`src/logic/ptm_pkg.sv`:
```
// Purpose: shared constants for the four-instance periodic timer block
// Assumes: APB slave, 32-bit data, byte-wide registers in the low lane
// Notes: each register takes one aligned word
package ptm_pkg;

  localparam int unsigned NUM_TM = 4;
  localparam int unsigned NUM_WIDE = 2;
  localparam int unsigned ADDR_W = 12;
  localparam int unsigned DATA_W = 32;

  // address split: [11:8] area, [7:6] instance, [5:2] register word
  localparam int unsigned INST_HI = 7;
  localparam int unsigned INST_LO = 6;
  localparam int unsigned REG_HI = 5;
  localparam int unsigned REG_LO = 2;
  localparam int unsigned AREA_HI = 11;
  localparam int unsigned AREA_LO = 8;
  localparam logic [3:0] AREA_TM = 4'h0;
  localparam logic [ADDR_W-1:0] ADDR_PRESC = 12'h100;

  // per-instance register word indices
  localparam logic [3:0] REG_CTRL = 4'h0;
  localparam logic [3:0] REG_RUN = 4'h1;
  localparam logic [3:0] REG_CNT_L = 4'h2;
  localparam logic [3:0] REG_CNT_H = 4'h3;
  localparam logic [3:0] REG_CMPA_L = 4'h4;
  localparam logic [3:0] REG_CMPA_H = 4'h5;
  localparam logic [3:0] REG_PER_L = 4'h6;
  localparam logic [3:0] REG_PER_H = 4'h7;
  localparam logic [3:0] REG_FLAG = 4'h8;

  // timer_control_one fields
  localparam int unsigned CTRL_MODE_HI = 7;
  localparam int unsigned CTRL_MODE_LO = 6;
  localparam int unsigned CTRL_PIN_HI = 5;
  localparam int unsigned CTRL_PIN_LO = 4;
  localparam int unsigned CTRL_OC = 3;
  localparam int unsigned CTRL_POL = 2;
  localparam int unsigned CTRL_CCLR = 0;
  localparam int unsigned RUN_BIT = 0;
  localparam int unsigned FLAG_A = 0;
  localparam int unsigned FLAG_P = 1;

  localparam logic [7:0] CTRL_RST = 8'h00;
  localparam logic [7:0] PRESC_RST = 8'h00;
  localparam logic [15:0] VAL_RST = 16'h0000;
  localparam logic [15:0] WIDE_MAX = 16'hFFFF;
  localparam logic [15:0] NARROW_MAX = 16'h03FF;
  localparam logic [15:0] CNT_ONE = 16'h0001;

  typedef enum logic [1:0] {
    MODE_CMP = 2'b00,
    MODE_CAP = 2'b01,
    MODE_PWM = 2'b10,
    MODE_TMR = 2'b11
  } ptm_mode_t;

  // compare-mode pin actions
  localparam logic [1:0] PA_NONE = 2'b00;
  localparam logic [1:0] PA_LOW = 2'b01;
  localparam logic [1:0] PA_HIGH = 2'b10;
  localparam logic [1:0] PA_TOGGLE = 2'b11;
  // pwm-mode pin actions
  localparam logic [1:0] PA_INACT = 2'b00;
  localparam logic [1:0] PA_ACT = 2'b01;
  localparam logic [1:0] PA_PWM = 2'b10;
  localparam logic [1:0] PA_PULSE = 2'b11;

endpackage

```
`src/logic/ptm_top.sv`:
```
// Purpose: four periodic timers with compare, timer and pwm modes, APB regs
// Assumes: one clock, inputs synchronous, zero-wait APB with one setup cycle
// Notes: instances 0,1 are 16 bits wide, instances 2,3 are 10 bits wide
// Notes on behaviour
// - mode 00 is compare match output
// - clear-select low: clear on period or overflow
// - clear-select high: clear on compare-A or overflow
// - compare-A zero: run to maximum, no flag
// - compare mode pin moves only on A flag
// - pin action: high, low, toggle, or none
// - run rising edge loads initial pin level
// - mode 11 like compare, pin not driven
// - mode 10 is pwm, clear-select ignored
// - pwm: period sets frequency, compare-A duty
// - pwm raises A and period flags
// - pwm: level ctrl, pin action, invert bit
// - period zero gives full-range period count
// - counter readable bytes, 16 bits wide
// - narrow counter upper bits read zero
// - compare and period rw, reset zero, masked
// - compare pin codes: none, low, high, toggle
// - pwm codes: inactive, active, pwm; pulse code gives the inactive level
`timescale 1ns/10ps
module ptm_top
  import ptm_pkg::*;
(
  input wire logic core_clk_in,
  input wire logic resetn_in,
  input wire logic psel_in,
  input wire logic penable_in,
  input wire logic pwrite_in,
  input wire logic [ADDR_W-1:0] paddr_in,
  input wire logic [DATA_W-1:0] pwdata_in,
  output logic [DATA_W-1:0] prdata_out,
  output logic pready_out,
  output logic pslverr_out,
  output logic [NUM_TM-1:0] pin_out,
  output logic [NUM_TM-1:0] pin_oe_out
);

  ////////////////////////////////////////////////////////////////////////////
  // reset release

  logic [1:0] rst_sync_r;
  logic rst_n;

  always_ff @(posedge core_clk_in or negedge resetn_in) begin
    if (!resetn_in) begin
      rst_sync_r <= 2'b00;
    end else begin
      rst_sync_r <= {rst_sync_r[0], 1'b1};
    end
  end

  assign rst_n = rst_sync_r[1];

  ////////////////////////////////////////////////////////////////////////////
  // apb decode

  logic setup;
  logic wr_en;
  logic in_tm;
  logic [1:0] inst_sel;
  logic [3:0] reg_sel;
  logic [7:0] wbyte;
  logic pready_r;
  logic pslverr_r;
  logic [DATA_W-1:0] prdata_r;
  logic [DATA_W-1:0] rdata;
  logic hit;

  assign setup = psel_in & ~penable_in;
  assign wr_en = psel_in & penable_in & pready_r & pwrite_in;
  assign in_tm = (paddr_in[AREA_HI:AREA_LO] == AREA_TM) &&
                 (paddr_in[1:0] == 2'b00);
  assign inst_sel = paddr_in[INST_HI:INST_LO];
  assign reg_sel = paddr_in[REG_HI:REG_LO];
  assign wbyte = pwdata_in[7:0];

  ////////////////////////////////////////////////////////////////////////////
  // timer clock divider

  logic [7:0] presc_r;
  logic [7:0] div_cnt_r;
  logic tick;

  assign tick = (div_cnt_r == presc_r);

  always_ff @(posedge core_clk_in or negedge rst_n) begin
    if (!rst_n) begin
      presc_r <= PRESC_RST;
    end else if (wr_en && paddr_in == ADDR_PRESC) begin
      presc_r <= wbyte;
    end
  end

  always_ff @(posedge core_clk_in or negedge rst_n) begin
    if (!rst_n) begin
      div_cnt_r <= PRESC_RST;
    end else if (tick) begin
      div_cnt_r <= PRESC_RST;
    end else begin
      div_cnt_r <= div_cnt_r + 8'h01;
    end
  end

  ////////////////////////////////////////////////////////////////////////////
  // timer instances

  logic [7:0] ctrl_r [NUM_TM];
  logic run_r [NUM_TM];
  logic [15:0] cnt_r [NUM_TM];
  logic [15:0] cmpa_r [NUM_TM];
  logic [15:0] per_r [NUM_TM];
  logic [1:0] flag_r [NUM_TM];

  genvar gi;
  generate
    for (gi = 0; gi < NUM_TM; gi++) begin : g_tm
      localparam logic [15:0] MAXV = (gi < NUM_WIDE) ? WIDE_MAX : NARROW_MAX;
      ptm_mode_t mode;
      logic [1:0] pact;
      logic oc;
      logic pol;
      logic cclr;
      logic wsel;
      logic step;
      logic [15:0] cnt_inc;
      logic ovf;
      logic a_hit;
      logic p_hit;
      logic use_a_clr;
      logic clr;
      logic clr_a_req;
      logic clr_p_req;
      logic set_a;
      logic set_p;
      logic run_d_r;
      logic run_rise;
      logic pin_r;
      logic pwm_act;
      logic pwm_lvl;
      logic out_nxt;
      logic oe_nxt;
      logic out_r;
      logic oe_r;

      assign mode = ptm_mode_t'(ctrl_r[gi][CTRL_MODE_HI:CTRL_MODE_LO]);
      assign pact = ctrl_r[gi][CTRL_PIN_HI:CTRL_PIN_LO];
      assign oc = ctrl_r[gi][CTRL_OC];
      assign pol = ctrl_r[gi][CTRL_POL];
      assign cclr = ctrl_r[gi][CTRL_CCLR];
      assign wsel = wr_en && in_tm && (inst_sel == 2'(gi));

      // counting core
      assign step = run_r[gi] & tick;
      assign cnt_inc = (cnt_r[gi] + CNT_ONE) & MAXV;
      assign ovf = (cnt_r[gi] == MAXV);
      // a zero compare-A never matches
      assign a_hit = step && (cmpa_r[gi] != VAL_RST) &&
                     (cnt_inc == cmpa_r[gi]);
      // period zero means the full range
      always_comb begin
        if (per_r[gi] != VAL_RST) begin
          p_hit = step && (cnt_inc == per_r[gi]);
        end else begin
          p_hit = step && ovf;
        end
      end
      // clear-select counts only in compare and timer modes
      assign use_a_clr = cclr &&
                         (mode == MODE_CMP || mode == MODE_TMR);
      always_comb begin
        if (use_a_clr) begin
          clr = a_hit | (step & ovf);
        end else begin
          clr = p_hit | (step & ovf);
        end
      end
      assign set_a = a_hit;
      assign set_p = p_hit & ~use_a_clr;

      always_ff @(posedge core_clk_in or negedge rst_n) begin
        if (!rst_n) begin
          cnt_r[gi] <= VAL_RST;
        end else if (step) begin
          cnt_r[gi] <= clr ? VAL_RST : cnt_inc;
        end
      end

      // registers written by software
      always_ff @(posedge core_clk_in or negedge rst_n) begin
        if (!rst_n) begin
          ctrl_r[gi] <= CTRL_RST;
        end else if (wsel && reg_sel == REG_CTRL) begin
          ctrl_r[gi] <= wbyte;
        end
      end

      always_ff @(posedge core_clk_in or negedge rst_n) begin
        if (!rst_n) begin
          run_r[gi] <= 1'b0;
        end else if (wsel && reg_sel == REG_RUN) begin
          run_r[gi] <= wbyte[RUN_BIT];
        end
      end

      always_ff @(posedge core_clk_in or negedge rst_n) begin
        if (!rst_n) begin
          cmpa_r[gi] <= VAL_RST;
          per_r[gi] <= VAL_RST;
        end else if (wsel) begin
          unique case (reg_sel)
            REG_CMPA_L: cmpa_r[gi] <= {cmpa_r[gi][15:8], wbyte} & MAXV;
            REG_CMPA_H: cmpa_r[gi] <= {wbyte, cmpa_r[gi][7:0]} & MAXV;
            REG_PER_L: per_r[gi] <= {per_r[gi][15:8], wbyte} & MAXV;
            REG_PER_H: per_r[gi] <= {wbyte, per_r[gi][7:0]} & MAXV;
            default: begin
            end
          endcase
        end
      end

      // sticky flags, write one to clear, a new event wins
      assign clr_a_req = wsel && (reg_sel == REG_FLAG) && wbyte[FLAG_A];
      assign clr_p_req = wsel && (reg_sel == REG_FLAG) && wbyte[FLAG_P];

      always_ff @(posedge core_clk_in or negedge rst_n) begin
        if (!rst_n) begin
          flag_r[gi] <= 2'b00;
        end else begin
          if (set_a) begin
            flag_r[gi][FLAG_A] <= 1'b1;
          end else if (clr_a_req) begin
            flag_r[gi][FLAG_A] <= 1'b0;
          end
          if (set_p) begin
            flag_r[gi][FLAG_P] <= 1'b1;
          end else if (clr_p_req) begin
            flag_r[gi][FLAG_P] <= 1'b0;
          end
        end
      end

      // compare-mode pin state
      assign run_rise = run_r[gi] & ~run_d_r;

      always_ff @(posedge core_clk_in or negedge rst_n) begin
        if (!rst_n) begin
          run_d_r <= 1'b0;
        end else begin
          run_d_r <= run_r[gi];
        end
      end

      always_ff @(posedge core_clk_in or negedge rst_n) begin
        if (!rst_n) begin
          pin_r <= 1'b0;
        end else if (run_rise) begin
          pin_r <= oc;
        end else if (set_a && mode == MODE_CMP) begin
          unique case (pact)
            PA_NONE: pin_r <= pin_r;
            PA_LOW: pin_r <= 1'b0;
            PA_HIGH: pin_r <= 1'b1;
            PA_TOGGLE: pin_r <= ~pin_r;
          endcase
        end
      end

      // pwm level: active while count below duty
      assign pwm_act = (cnt_r[gi] < cmpa_r[gi]);

      always_comb begin
        unique case (pact)
          PA_INACT: pwm_lvl = ~oc;
          PA_ACT: pwm_lvl = oc;
          PA_PWM: pwm_lvl = pwm_act ? oc : ~oc;
          PA_PULSE: pwm_lvl = ~oc;
        endcase
      end

      always_comb begin
        unique case (mode)
          MODE_CMP: begin
            out_nxt = pin_r ^ pol;
            oe_nxt = 1'b1;
          end
          MODE_PWM: begin
            out_nxt = pwm_lvl ^ pol;
            oe_nxt = 1'b1;
          end
          MODE_CAP: begin
            out_nxt = 1'b0;
            oe_nxt = 1'b0;
          end
          MODE_TMR: begin
            out_nxt = 1'b0;
            oe_nxt = 1'b0;
          end
        endcase
      end

      always_ff @(posedge core_clk_in or negedge rst_n) begin
        if (!rst_n) begin
          out_r <= 1'b0;
          oe_r <= 1'b0;
        end else begin
          out_r <= out_nxt;
          oe_r <= oe_nxt;
        end
      end

      assign pin_out[gi] = out_r;
      assign pin_oe_out[gi] = oe_r;
    end
  endgenerate

  ////////////////////////////////////////////////////////////////////////////
  // read mux and apb response

  always_comb begin
    rdata = '0;
    hit = 1'b1;
    if (paddr_in == ADDR_PRESC) begin
      rdata[7:0] = presc_r;
    end else if (in_tm) begin
      unique case (reg_sel)
        REG_CTRL: rdata[7:0] = ctrl_r[inst_sel];
        REG_RUN: rdata[RUN_BIT] = run_r[inst_sel];
        REG_CNT_L: rdata[7:0] = cnt_r[inst_sel][7:0];
        REG_CNT_H: rdata[7:0] = cnt_r[inst_sel][15:8];
        REG_CMPA_L: rdata[7:0] = cmpa_r[inst_sel][7:0];
        REG_CMPA_H: rdata[7:0] = cmpa_r[inst_sel][15:8];
        REG_PER_L: rdata[7:0] = per_r[inst_sel][7:0];
        REG_PER_H: rdata[7:0] = per_r[inst_sel][15:8];
        REG_FLAG: rdata[1:0] = flag_r[inst_sel];
        default: hit = 1'b0;
      endcase
    end else begin
      hit = 1'b0;
    end
  end

  always_ff @(posedge core_clk_in or negedge rst_n) begin
    if (!rst_n) begin
      pready_r <= 1'b0;
    end else begin
      pready_r <= setup;
    end
  end

  always_ff @(posedge core_clk_in or negedge rst_n) begin
    if (!rst_n) begin
      pslverr_r <= 1'b0;
    end else begin
      pslverr_r <= setup & ~hit;
    end
  end

  // read data holds until the next read setup
  always_ff @(posedge core_clk_in or negedge rst_n) begin
    if (!rst_n) begin
      prdata_r <= '0;
    end else if (setup && !pwrite_in) begin
      prdata_r <= rdata;
    end
  end

  assign prdata_out = prdata_r;
  assign pready_out = pready_r;
  assign pslverr_out = pslverr_r;

endmodule // ptm_top

```
`config.mk`:
```
export PLATFORM = sky130hd
export DESIGN_NAME = ptm_top
export DESIGN_NICKNAME = d
export VERILOG_FILES = /design/src/logic/ptm_pkg.sv /design/src/logic/ptm_top.sv
export SDC_FILE = /design/constraint.sdc
export NUM_CORES = 1
export LEC_CHECK = 0
export ABC_AREA = 1
export CORE_AREA = 2 2 189 191
export CTS_BUF_LIST = sky130_fd_sc_hd__clkbuf_4 sky130_fd_sc_hd__clkbuf_8
export DETAILED_ROUTE_END_ITERATION = 16
export DIE_AREA = 0 0 191 193
export DONT_BUFFER_PORTS = 1
export HOLD_SLACK_MARGIN = 0.02
export PLACE_DENSITY = 0.66
export SYNTH_ARGS = -nofsm -noshare
export SYNTH_HDL_FRONTEND = slang
export SYNTH_SLANG_ARGS = --single-unit
```
`constraint.sdc`:
```
create_clock -name core_clk_in -period 7.4 [get_ports core_clk_in]
set_input_delay 0.37 -clock core_clk_in [delete_from_list [all_inputs] [get_ports core_clk_in]]
set_output_delay 0.37 -clock core_clk_in [all_outputs]
set_load 0.1 [all_outputs]
```
==> results of run 1 <==
-- final cells by class --
| type | count | area, um2 | area share, % |
|---|---|---|---|
| Multi-Input combinational cell | 1751 | 9250 | 50.9 |
| Sequential cell | 244 | 6110 | 33.7 |
| Inverter | 287 | 1080 | 5.93 |
| Clock buffer | 69 | 875 | 4.82 |
| Tap cell | 461 | 577 | 3.18 |
| Timing Repair Buffer | 21 | 178 | 0.979 |
| Clock inverter | 11 | 83.8 | 0.462 |
| Antenna cell | 2 | 5.00 | 0.0276 |
-- layer usage --
layer / wire [um] / share of wire, % / GRT usage (%)
met1: 25500 / 41 / 43.2
met2: 28200 / 45 / 54.2
met3: 4520 / 7.3 / 6.12
met4: 3830 / 6.2 / 20.8
met5: 12 / 0.019 / 0
-- timing repair --
item                                   in CTS  in global routing
endpoints found under the hold margin      11                  0
setup endpoints to repair                   0                  0
hold buffers                                8                  0
-- state kept, by name, indices dropped and copies added, names as in the netlist --
signal and cells:
cmpa_r 52, cnt_r 52, ctrl_r 32, div_cnt_r 8, flag_r 8, g_tm.oe_r 4
g_tm.out_r 4, g_tm.pin_r 4, g_tm.run_d_r 4, per_r 52, prdata_out 8, pready_out 1
presc_r 8, pslverr_out 1, rst_sync_r 2, run_r 4
-- synth_stat cells (5+ instances only) --
library cell	instances	area share [%]
a21oi_1	66	1.9
a221oi_1	5	0.26
a22oi_1	21	0.93
buf_2	10	0.30
buf_4	34	1.5
buf_6	8	0.53
clkbuf_1	45	1.0
dfrtp_1	244	36
ha_1	89	6.6
inv_1	277	6.1
inv_2	7	0.16
nand2_1	615	14
nand2_2	16	0.59
nand3_1	131	3.9
nand3b_1	8	0.35
nand4_1	90	3.3
nor2_1	244	5.4
nor2_2	17	0.63
nor2_4	9	0.60
nor3_1	24	0.71
nor4_1	17	0.63
o211ai_1	5	0.22
o21ai_0	207	6.1
o21ai_1	6	0.18
o21bai_1	7	0.31
o22ai_1	66	2.4
xnor2_1	6	0.31
xnor3_1	6	0.80
xor2_1	36	1.9
-- metrics by stage --
step                power (mW)  area [um2]
floorplan                 1.57       17000
global placement          1.62       17100
detailed placement        1.62       17100
CTS                       3.04       18100
global route              3.10       18100
finish                    3.02       18200
-- worst min-delay path, cell delays in order --
cell     delay (ns)
nor2_1         0.03
nand2_1        0.06
a21oi_1        0.06
nor3_1         0.12
-- placed cells by master (no fill, tap or decap), types with 13 or more instances in the layout --
master	count
nand4_1	90
nor3_1	24
a22oi_1	21
nand2_1	615
inv_1	277
dfrtp_1	243
clkbuf_8	57
nand3_1	131
nor2_2	17
a21oi_1	66
buf_4	13
o22ai_1	66
nand2_2	16
nor4_1	17
ha_1	89
conb_1	25
nor2_1	244
xor2_1	36
o21ai_0	207
-- cell families (layout without fill, tap and decap cells) --
kind of cell	count (synthesis)	after routing	synth area share, %
adder cells (fa/ha/maj)	89	89	6.57
buffers and inverters	390	388	9.93
XOR/XNOR	50	50	3.16
other	2	27	0.0443
AND/OR/NAND/NOR	1189	1189	31.1
AO/OA/AOI/OAI	397	397	13.2
flip-flops	244	244	36.0
multiplexers	1	1	0.0664
-- power groups by stage --
stage / sequential (mW) / combinational (mW) / clock (mW)
3_5_place_dp: 1.44 / 0.184 / 0
5_1_grt: 1.42 / 0.201 / 1.49
3_3_place_gp: 1.44 / 0.183 / 0
2_1_floorplan: 1.45 / 0.126 / 0
6_report: 1.41 / 0.194 / 1.41
4_1_cts: 1.42 / 0.188 / 1.44
-- worst max path at each step --
stage               cells after the start                     from                         to
floorplan                               0  rst_sync_r[1]$_DFF_PN0_      cmpa_r[0]$_DFFE_PN0P_
global placement                       10   div_cnt_r[0]$_DFF_PN0_      cnt_r[57]$_DFFE_PN0P_
detailed placement                     10   div_cnt_r[0]$_DFF_PN0_      cnt_r[57]$_DFFE_PN0P_
CTS                                    10   div_cnt_r[0]$_DFF_PN0_      cnt_r[57]$_DFFE_PN0P_
global route                           14   presc_r[1]$_DFFE_PN0P_  g_tm[2].pin_r$_DFFE_PN0P_
finish                                 10   div_cnt_r[0]$_DFF_PN0_      cnt_r[50]$_DFFE_PN0P_
==> flow_summary_export.csv, run 1 <==
group,metric,value,unit
global_routing,overflow,0,
timing,rsz0062_at_grt,"no",
floorplan,ioPinCount,91,
floorplan,rows,69,
place,io_buffers,0,
cts,cts_tree,"done",
timing,finalCritPeriodShare,45.0,%
power,switching_share,28.6,%
timing,worst_pin_slew,1.07,ns
cts,post_cts_buffers,0,
cts,cts_sinks,244,
synthesis,synth_edf_count,0,
worst_hold_path,whs_path_depth,4,
setup_path,critPathLaunchType,"flop",
synthesis,syn_area,17000,um2
setup_path,worstPathRequired,7.91,ns
place,dp_hpwl,46.7,mm
timing,setup_viol,0,
synthesis,synth-main-ff-cell,"dfrtp_1",
routing,drc,0,
cts,cts.repair.resized,0,
global_routing,grt_pass1_wl,92.7,mm
worst_hold_path,hold_start,"paddr_in[3]",
power,internal_power,2.16,mW
setup_path,r2r_end,"cnt_r[50]$_DFFE_PN0P_",
cts,clk_pin_slew,0.06,ns
place,gp_congestion,1.04,
routing,dr.pass1.iters,5,
global_routing,track_usage,34.0,%
setup_path,reg2reg_depth,10,
place,pre_cts_slack,4.14,ns
flow_run,maxCapViolCount,0,
timing,max_freq,0.300,GHz
place,placed_cells,2756,
cells_and_area,fin_nets,2489,
timing,worst_hold_slack,0.0614,ns
timing,max_slew_margin,28.4,%
setup_path,worstPathMaxFanout,33,
setup_path,crit_slowest_cell,"inv_1",
power,p_per_area,167,nW/um2
worst_hold_path,holdCritPathClass,"input port to flop",
cells_and_area,stdcell_count,2846,
power,p_sw,0.864,mW
timing,fin_setup_tns,0,ns
timing,period_needed,3.33,ns
setup_path,cp_common_cell,"nand2_1",
synthesis,synthCells,2362,
cells_and_area,filler_cell_count,3527,
timing,fin_ws,4.07,ns
global_routing,grt_pass1_vias,15347,
global_routing,grt_max_degree,72,
worst_hold_path,min_to,"pslverr_out$_DFF_PN0_",
synthesis,yosysWarnings,0,
timing,drv_slew,0,
floorplan,core_area,35000,um2
outcome,status,"completed",
setup_path,r2r_start,"div_cnt_r[0]$_DFF_PN0_",
global_routing,antenna_found_initial,1,
floorplan,die_h,193,um
timing,hold_violations,0,
synthesis,async_reset_ff_share,100,%
timing,skew,0.0254,ns
routing,dr_total_vias,16359,
cts,cts_made_buffers,46,
cts,cts_root_buf,"clkbuf_8",
routing,routedWlPerCell,21.8,um
floorplan,initial_core_util,48.5,%
routing,via_per_inst,5.75,
setup_path,regToRegSetupSlack,4.07,ns
setup_path,path_class,"flop to flop",
routing,ant_nets,0,
floorplan,die_w,191,um
power,vdd_ir_drop_max,0.159,mV
setup_path,cp.arrival,3.84,ns
power,p_seq_share,46.8,%
setup_path,crit_path_cell_trace,"xnor2_1 -> nand2_1 -> nor2_1 -> nand2_1 -> nor2_1 -> inv_1 -> nor3_1 -> nand2_2 -> nand4_1 -> nand2_1",
routing,drt_iter0_drc,1603,
routing,wl,62.0,mm
power,leakage,8.45,nW
cts,cts_buffer_depth,3,
synthesis,yosys_register_bits,244,
synthesis,synth.avg_cell_area,7.18,um2
setup_path,critPathCaptureType,"flop",
setup_path,path_buf_inv,1,
setup_path,slowest_delay,0.64,ns
cells_and_area,syn_to_final_growth,7.09,%
power,power_frac_clock,46.8,%
cts,clk_latency,0.64,ns
floorplan,dieArea,36900,um2
synthesis,yosysUniqueCellTypes,58,
cts,htreeDepth,2,
setup_path,cp_top_family,"simple AND/OR/NAND/NOR gates",
cells_and_area,fin_util,51.9,%
cells_and_area,layout-drive-gt1-share,6.97,%
power,p_comb_share,6.4,%
synthesis,ys_seq_area_share,36.0,%
Power figures use the tool's default switching activity.
==> inputs of run 2 (changes only) <==
==> config.mk (replaced) <==
export PLATFORM = sky130hd
export DESIGN_NAME = ptm_top
export DESIGN_NICKNAME = d
export VERILOG_FILES = /design/src/logic/ptm_pkg.sv /design/src/logic/ptm_top.sv
export SDC_FILE = /design/constraint.sdc
export NUM_CORES = 1
export LEC_CHECK = 0
export ABC_AREA = 0
export CORE_AREA = 2 2 194 196
export CTS_BUF_LIST = sky130_fd_sc_hd__clkbuf_4 sky130_fd_sc_hd__clkbuf_8
export DETAILED_ROUTE_END_ITERATION = 16
export DIE_AREA = 0 0 196 198
export DONT_BUFFER_PORTS = 1
export HOLD_SLACK_MARGIN = 0.02
export SYNTH_ARGS = -nofsm -noshare
export SYNTH_HDL_FRONTEND = slang
export SYNTH_SLANG_ARGS = --single-unit
==> constraint.sdc (replaced) <==
create_clock -name core_clk_in -period 3.4 [get_ports core_clk_in]
set_input_delay 0.17 -clock core_clk_in [delete_from_list [all_inputs] [get_ports core_clk_in]]
set_output_delay 0.17 -clock core_clk_in [all_outputs]
set_load 0.1 [all_outputs]
==> run 2 against run 1 <==
  * Cell count down 14%
  * Die area up 5.3%
  * Critical path depth is 1 lower
  * Critical path type unchanged
  * Largest power group is now the clock network
==> flow_summary_export.csv, run 2 <==
group,metric,value,unit
routing,dr.pass1.iters,6,
timing,max_slew_margin,28.4,%
setup_path,worstPathMaxFanout,7,
synthesis,yosysUniqueCellTypes,92,
place,placed_cells,2326,
outcome,status,"completed",
timing,fin_setup_tns,0,ns
global_routing,overflow,0,
floorplan,dieArea,38800,um2
synthesis,synth.top_cells.by_count,"244 x dfrtp_1, 218 x nand2_1, 114 x o21ai_0, 99 x inv_1, 89 x ha_1",
floorplan,ioPinCount,91,
cts,htreeDepth,2,
synthesis,ys_seq_area_share,34.3,%
synthesis,yosys-top-cells-area,"dfrtp_1 34%, ha_1 6.2%, mux2_2 5.6%, mux4_2 5.2%, nand2_1 4.6%",
power,p_total,6.68,mW
setup_path,cp.arrival,3.75,ns
cells_and_area,mostFrequentLayoutCell,"dfrtp_1",
floorplan,die_w,196,um
place,pre_cts_slack,0.143,ns
cts,cts_made_buffers,47,
synthesis,yosysWarnings,0,
routing,drt_iter0_drc,1596,
cts,cts_tree,"done",
power,power_frac_clock,48.3,%
timing,fin_ws,0.173,ns
cells_and_area,top_regs,"cmpa_r x52, cnt_r x52, per_r x52",
setup_path,critPathLaunchType,"flop",
setup_path,path_class,"flop to flop",
cts,cts_root_buf,"clkbuf_8",
global_routing,antenna_found_initial,4,
setup_path,critPathCaptureType,"flop",
synthesis,synth.avg_cell_area,9.39,um2
place,io_buffers,0,
timing,skew,0.0286,ns
synthesis,synth_edf_count,0,
synthesis,yosys_register_bits,244,
timing,drv_slew,0,
timing,finalCritPeriodShare,94.9,%
floorplan,initial_core_util,48.2,%
power,p_per_area,340,nW/um2
power,leakage,8.41,nW
cells_and_area,layout-drive-gt1-share,17.0,%
power,p_seq_share,45.9,%
setup_path,worstPathRequired,3.93,ns
synthesis,syn_area,17800,um2
synthesis,synthCells,1897,
routing,via_per_inst,6.44,
synthesis,synth-main-ff-cell,"dfrtp_1",
routing,wl,62.1,mm
worst_hold_path,holdCritPathClass,"input port to flop",
routing,ant_nets,0,
cts,cts_buffer_depth,3,
setup_path,regToRegSetupSlack,0.17,ns
cts,clk_pin_slew,0.06,ns
routing,drc,0,
cells_and_area,syn_to_final_growth,10.5,%
timing,worst_pin_slew,1.07,ns
synthesis,async_reset_ff_share,100,%
cells_and_area,stdcell_area,19700,um2
global_routing,grt_max_degree,107,
power,p_sw,1.87,mW
place,dp_hpwl,46.1,mm
power,vdd_ir_drop_max,0.339,mV
cts,cts_sinks,244,
floorplan,rows,71,
floorplan,core_area,37000,um2
synthesis,synthMostInstantiatedCell,"dfrtp_1",
cells_and_area,stdcell_count,2440,
cts,clk_latency,0.65,ns
global_routing,grt_pass1_wl,93.7,mm
routing,dr_total_vias,15708,
cells_and_area,fin_nets,2066,
timing,rsz0062_at_grt,"no",
cells_and_area,layout_common_cells,"243 x dfrtp_1, 218 x nand2_1, 114 x o21ai_0",
flow_run,maxCapViolCount,0,
timing,period_needed,3.23,ns
global_routing,track_usage,32.3,%
floorplan,die_h,198,um
timing,max_freq,0.310,GHz
place,gp_congestion,0.978,
synthesis,yosysTopAreaCell,"dfrtp_1",
timing,hold_violations,0,
place,dpl_cell_area,18300,um2
timing,setup_viol,0,
power,switching_share,28.0,%
power,internal_power,4.81,mW
power,p_comb_share,5.8,%
global_routing,grt_pass1_vias,14768,
synthesis,synth_top_area_share,34.3,%
routing,routedWlPerCell,25.4,um
## run 2: changes by cell type in the layout (fill, tap and decap cells not counted), sizes merged, moves of 66 or more
| cell | change |
|---|---|
| inv | -185 |
| xnor2 | +67 |
| o21ai | -100 |
| nand2 | -414 |
| nor2 | -198 |
| buf | +66 |
| mux2 | +87 |
## run 2: path summary, 6_finish.rpt
check,startpoint,end,cells past startpoint
hold / removal,paddr_in[9],prdata_out[4]$_DFFE_PN0P_,4
min in group asynchronous,rst_sync_r[1]$_DFF_PN0_,cnt_r[22]$_DFFE_PN0P_,0
setup / recovery,cnt_r[16]$_DFFE_PN0P_,cnt_r[24]$_DFFE_PN0P_,9
hold reg to reg,rst_sync_r[1]$_DFF_PN0_,cnt_r[22]$_DFFE_PN0P_,0
setup reg to reg,cnt_r[16]$_DFFE_PN0P_,cnt_r[24]$_DFFE_PN0P_,9
max in group asynchronous,rst_sync_r[1]$_DFF_PN0_,cnt_r[60]$_DFFE_PN0P_,1
## run 2: through the flow
step,utilization [%],hold WS [ns]
6_report,53.3,0.0414
5_1_grt,53.3,0.0404
4_1_cts,53.1,0.0203
3_5_place_dp,49.6,-0.126
3_3_place_gp,49.6,-0.126
2_1_floorplan,-,-0.126
## run 2: layout make-up
| cell class | count | area (um2) |
|---|---|---|
| diodes | 2 | 5.00 |
| clock buffers | 70 | 907 |
| clock inverters | 15 | 123 |
| fillers | 3353 | 17300 |
| inverters | 99 | 372 |
| multi-input cells | 1432 | 10700 |
| flip-flops and latches | 244 | 6110 |
| well taps | 474 | 593 |
| repair buffers | 104 | 868 |
## run 2: critical path, cell delays in order, from the launching register on
cell      delay [ns]
dfrtp_1         0.52
ha_2            0.30
nand3_2         0.21
or3_1           0.52
xnor2_1         0.26
nand3_1         0.11
or4_1           0.55
nor4b_4         0.37
a211oi_1        0.09
a21o_1          0.16
## run 2: layer usage
layer,share of wire [%],global-route usage [%],up-vias
li1,-,-,6950
met1,42,44.1,7835
met2,45,49.9,746
met3,8.2,6.18,173
met4,4.7,14.6,4
met5,0.042,0,-
## run 2: cell families (layout without fill, tap and decap cells)
logic type / count (synthesis) / in the layout / share of synthesized area (%)
compound gates: 365 / 365 / 13.5
xor+xnor: 127 / 127 / 7.64
fa+ha+maj: 89 / 89 / 6.25
buf+inv: 244 / 288 / 6.40
flops: 244 / 244 / 34.3
mux: 144 / 144 / 11.6
other cells: 2 / 27 / 0.0421
simple gates: 682 / 682 / 20.3
## run 2: timing repair
item | in CTS | in global routing
setup endpoints to repair | 0 | 18
hold endpoints to repair | 168 | 0
buffers inserted | 0 | 2
hold buffers | 25 | 0
gates resized for setup | 0 | 7
## run 2: power groups by stage
stage / logic (mW) / clock network [mW] / registers, mW
finish: 0.391 / 3.23 / 3.06
global route: 0.411 / 3.42 / 3.07
CTS: 0.388 / 3.27 / 3.07
detailed placement: 0.328 / 0 / 3.12
global placement: 0.327 / 0 / 3.12
floorplan: 0.285 / 0 / 3.15
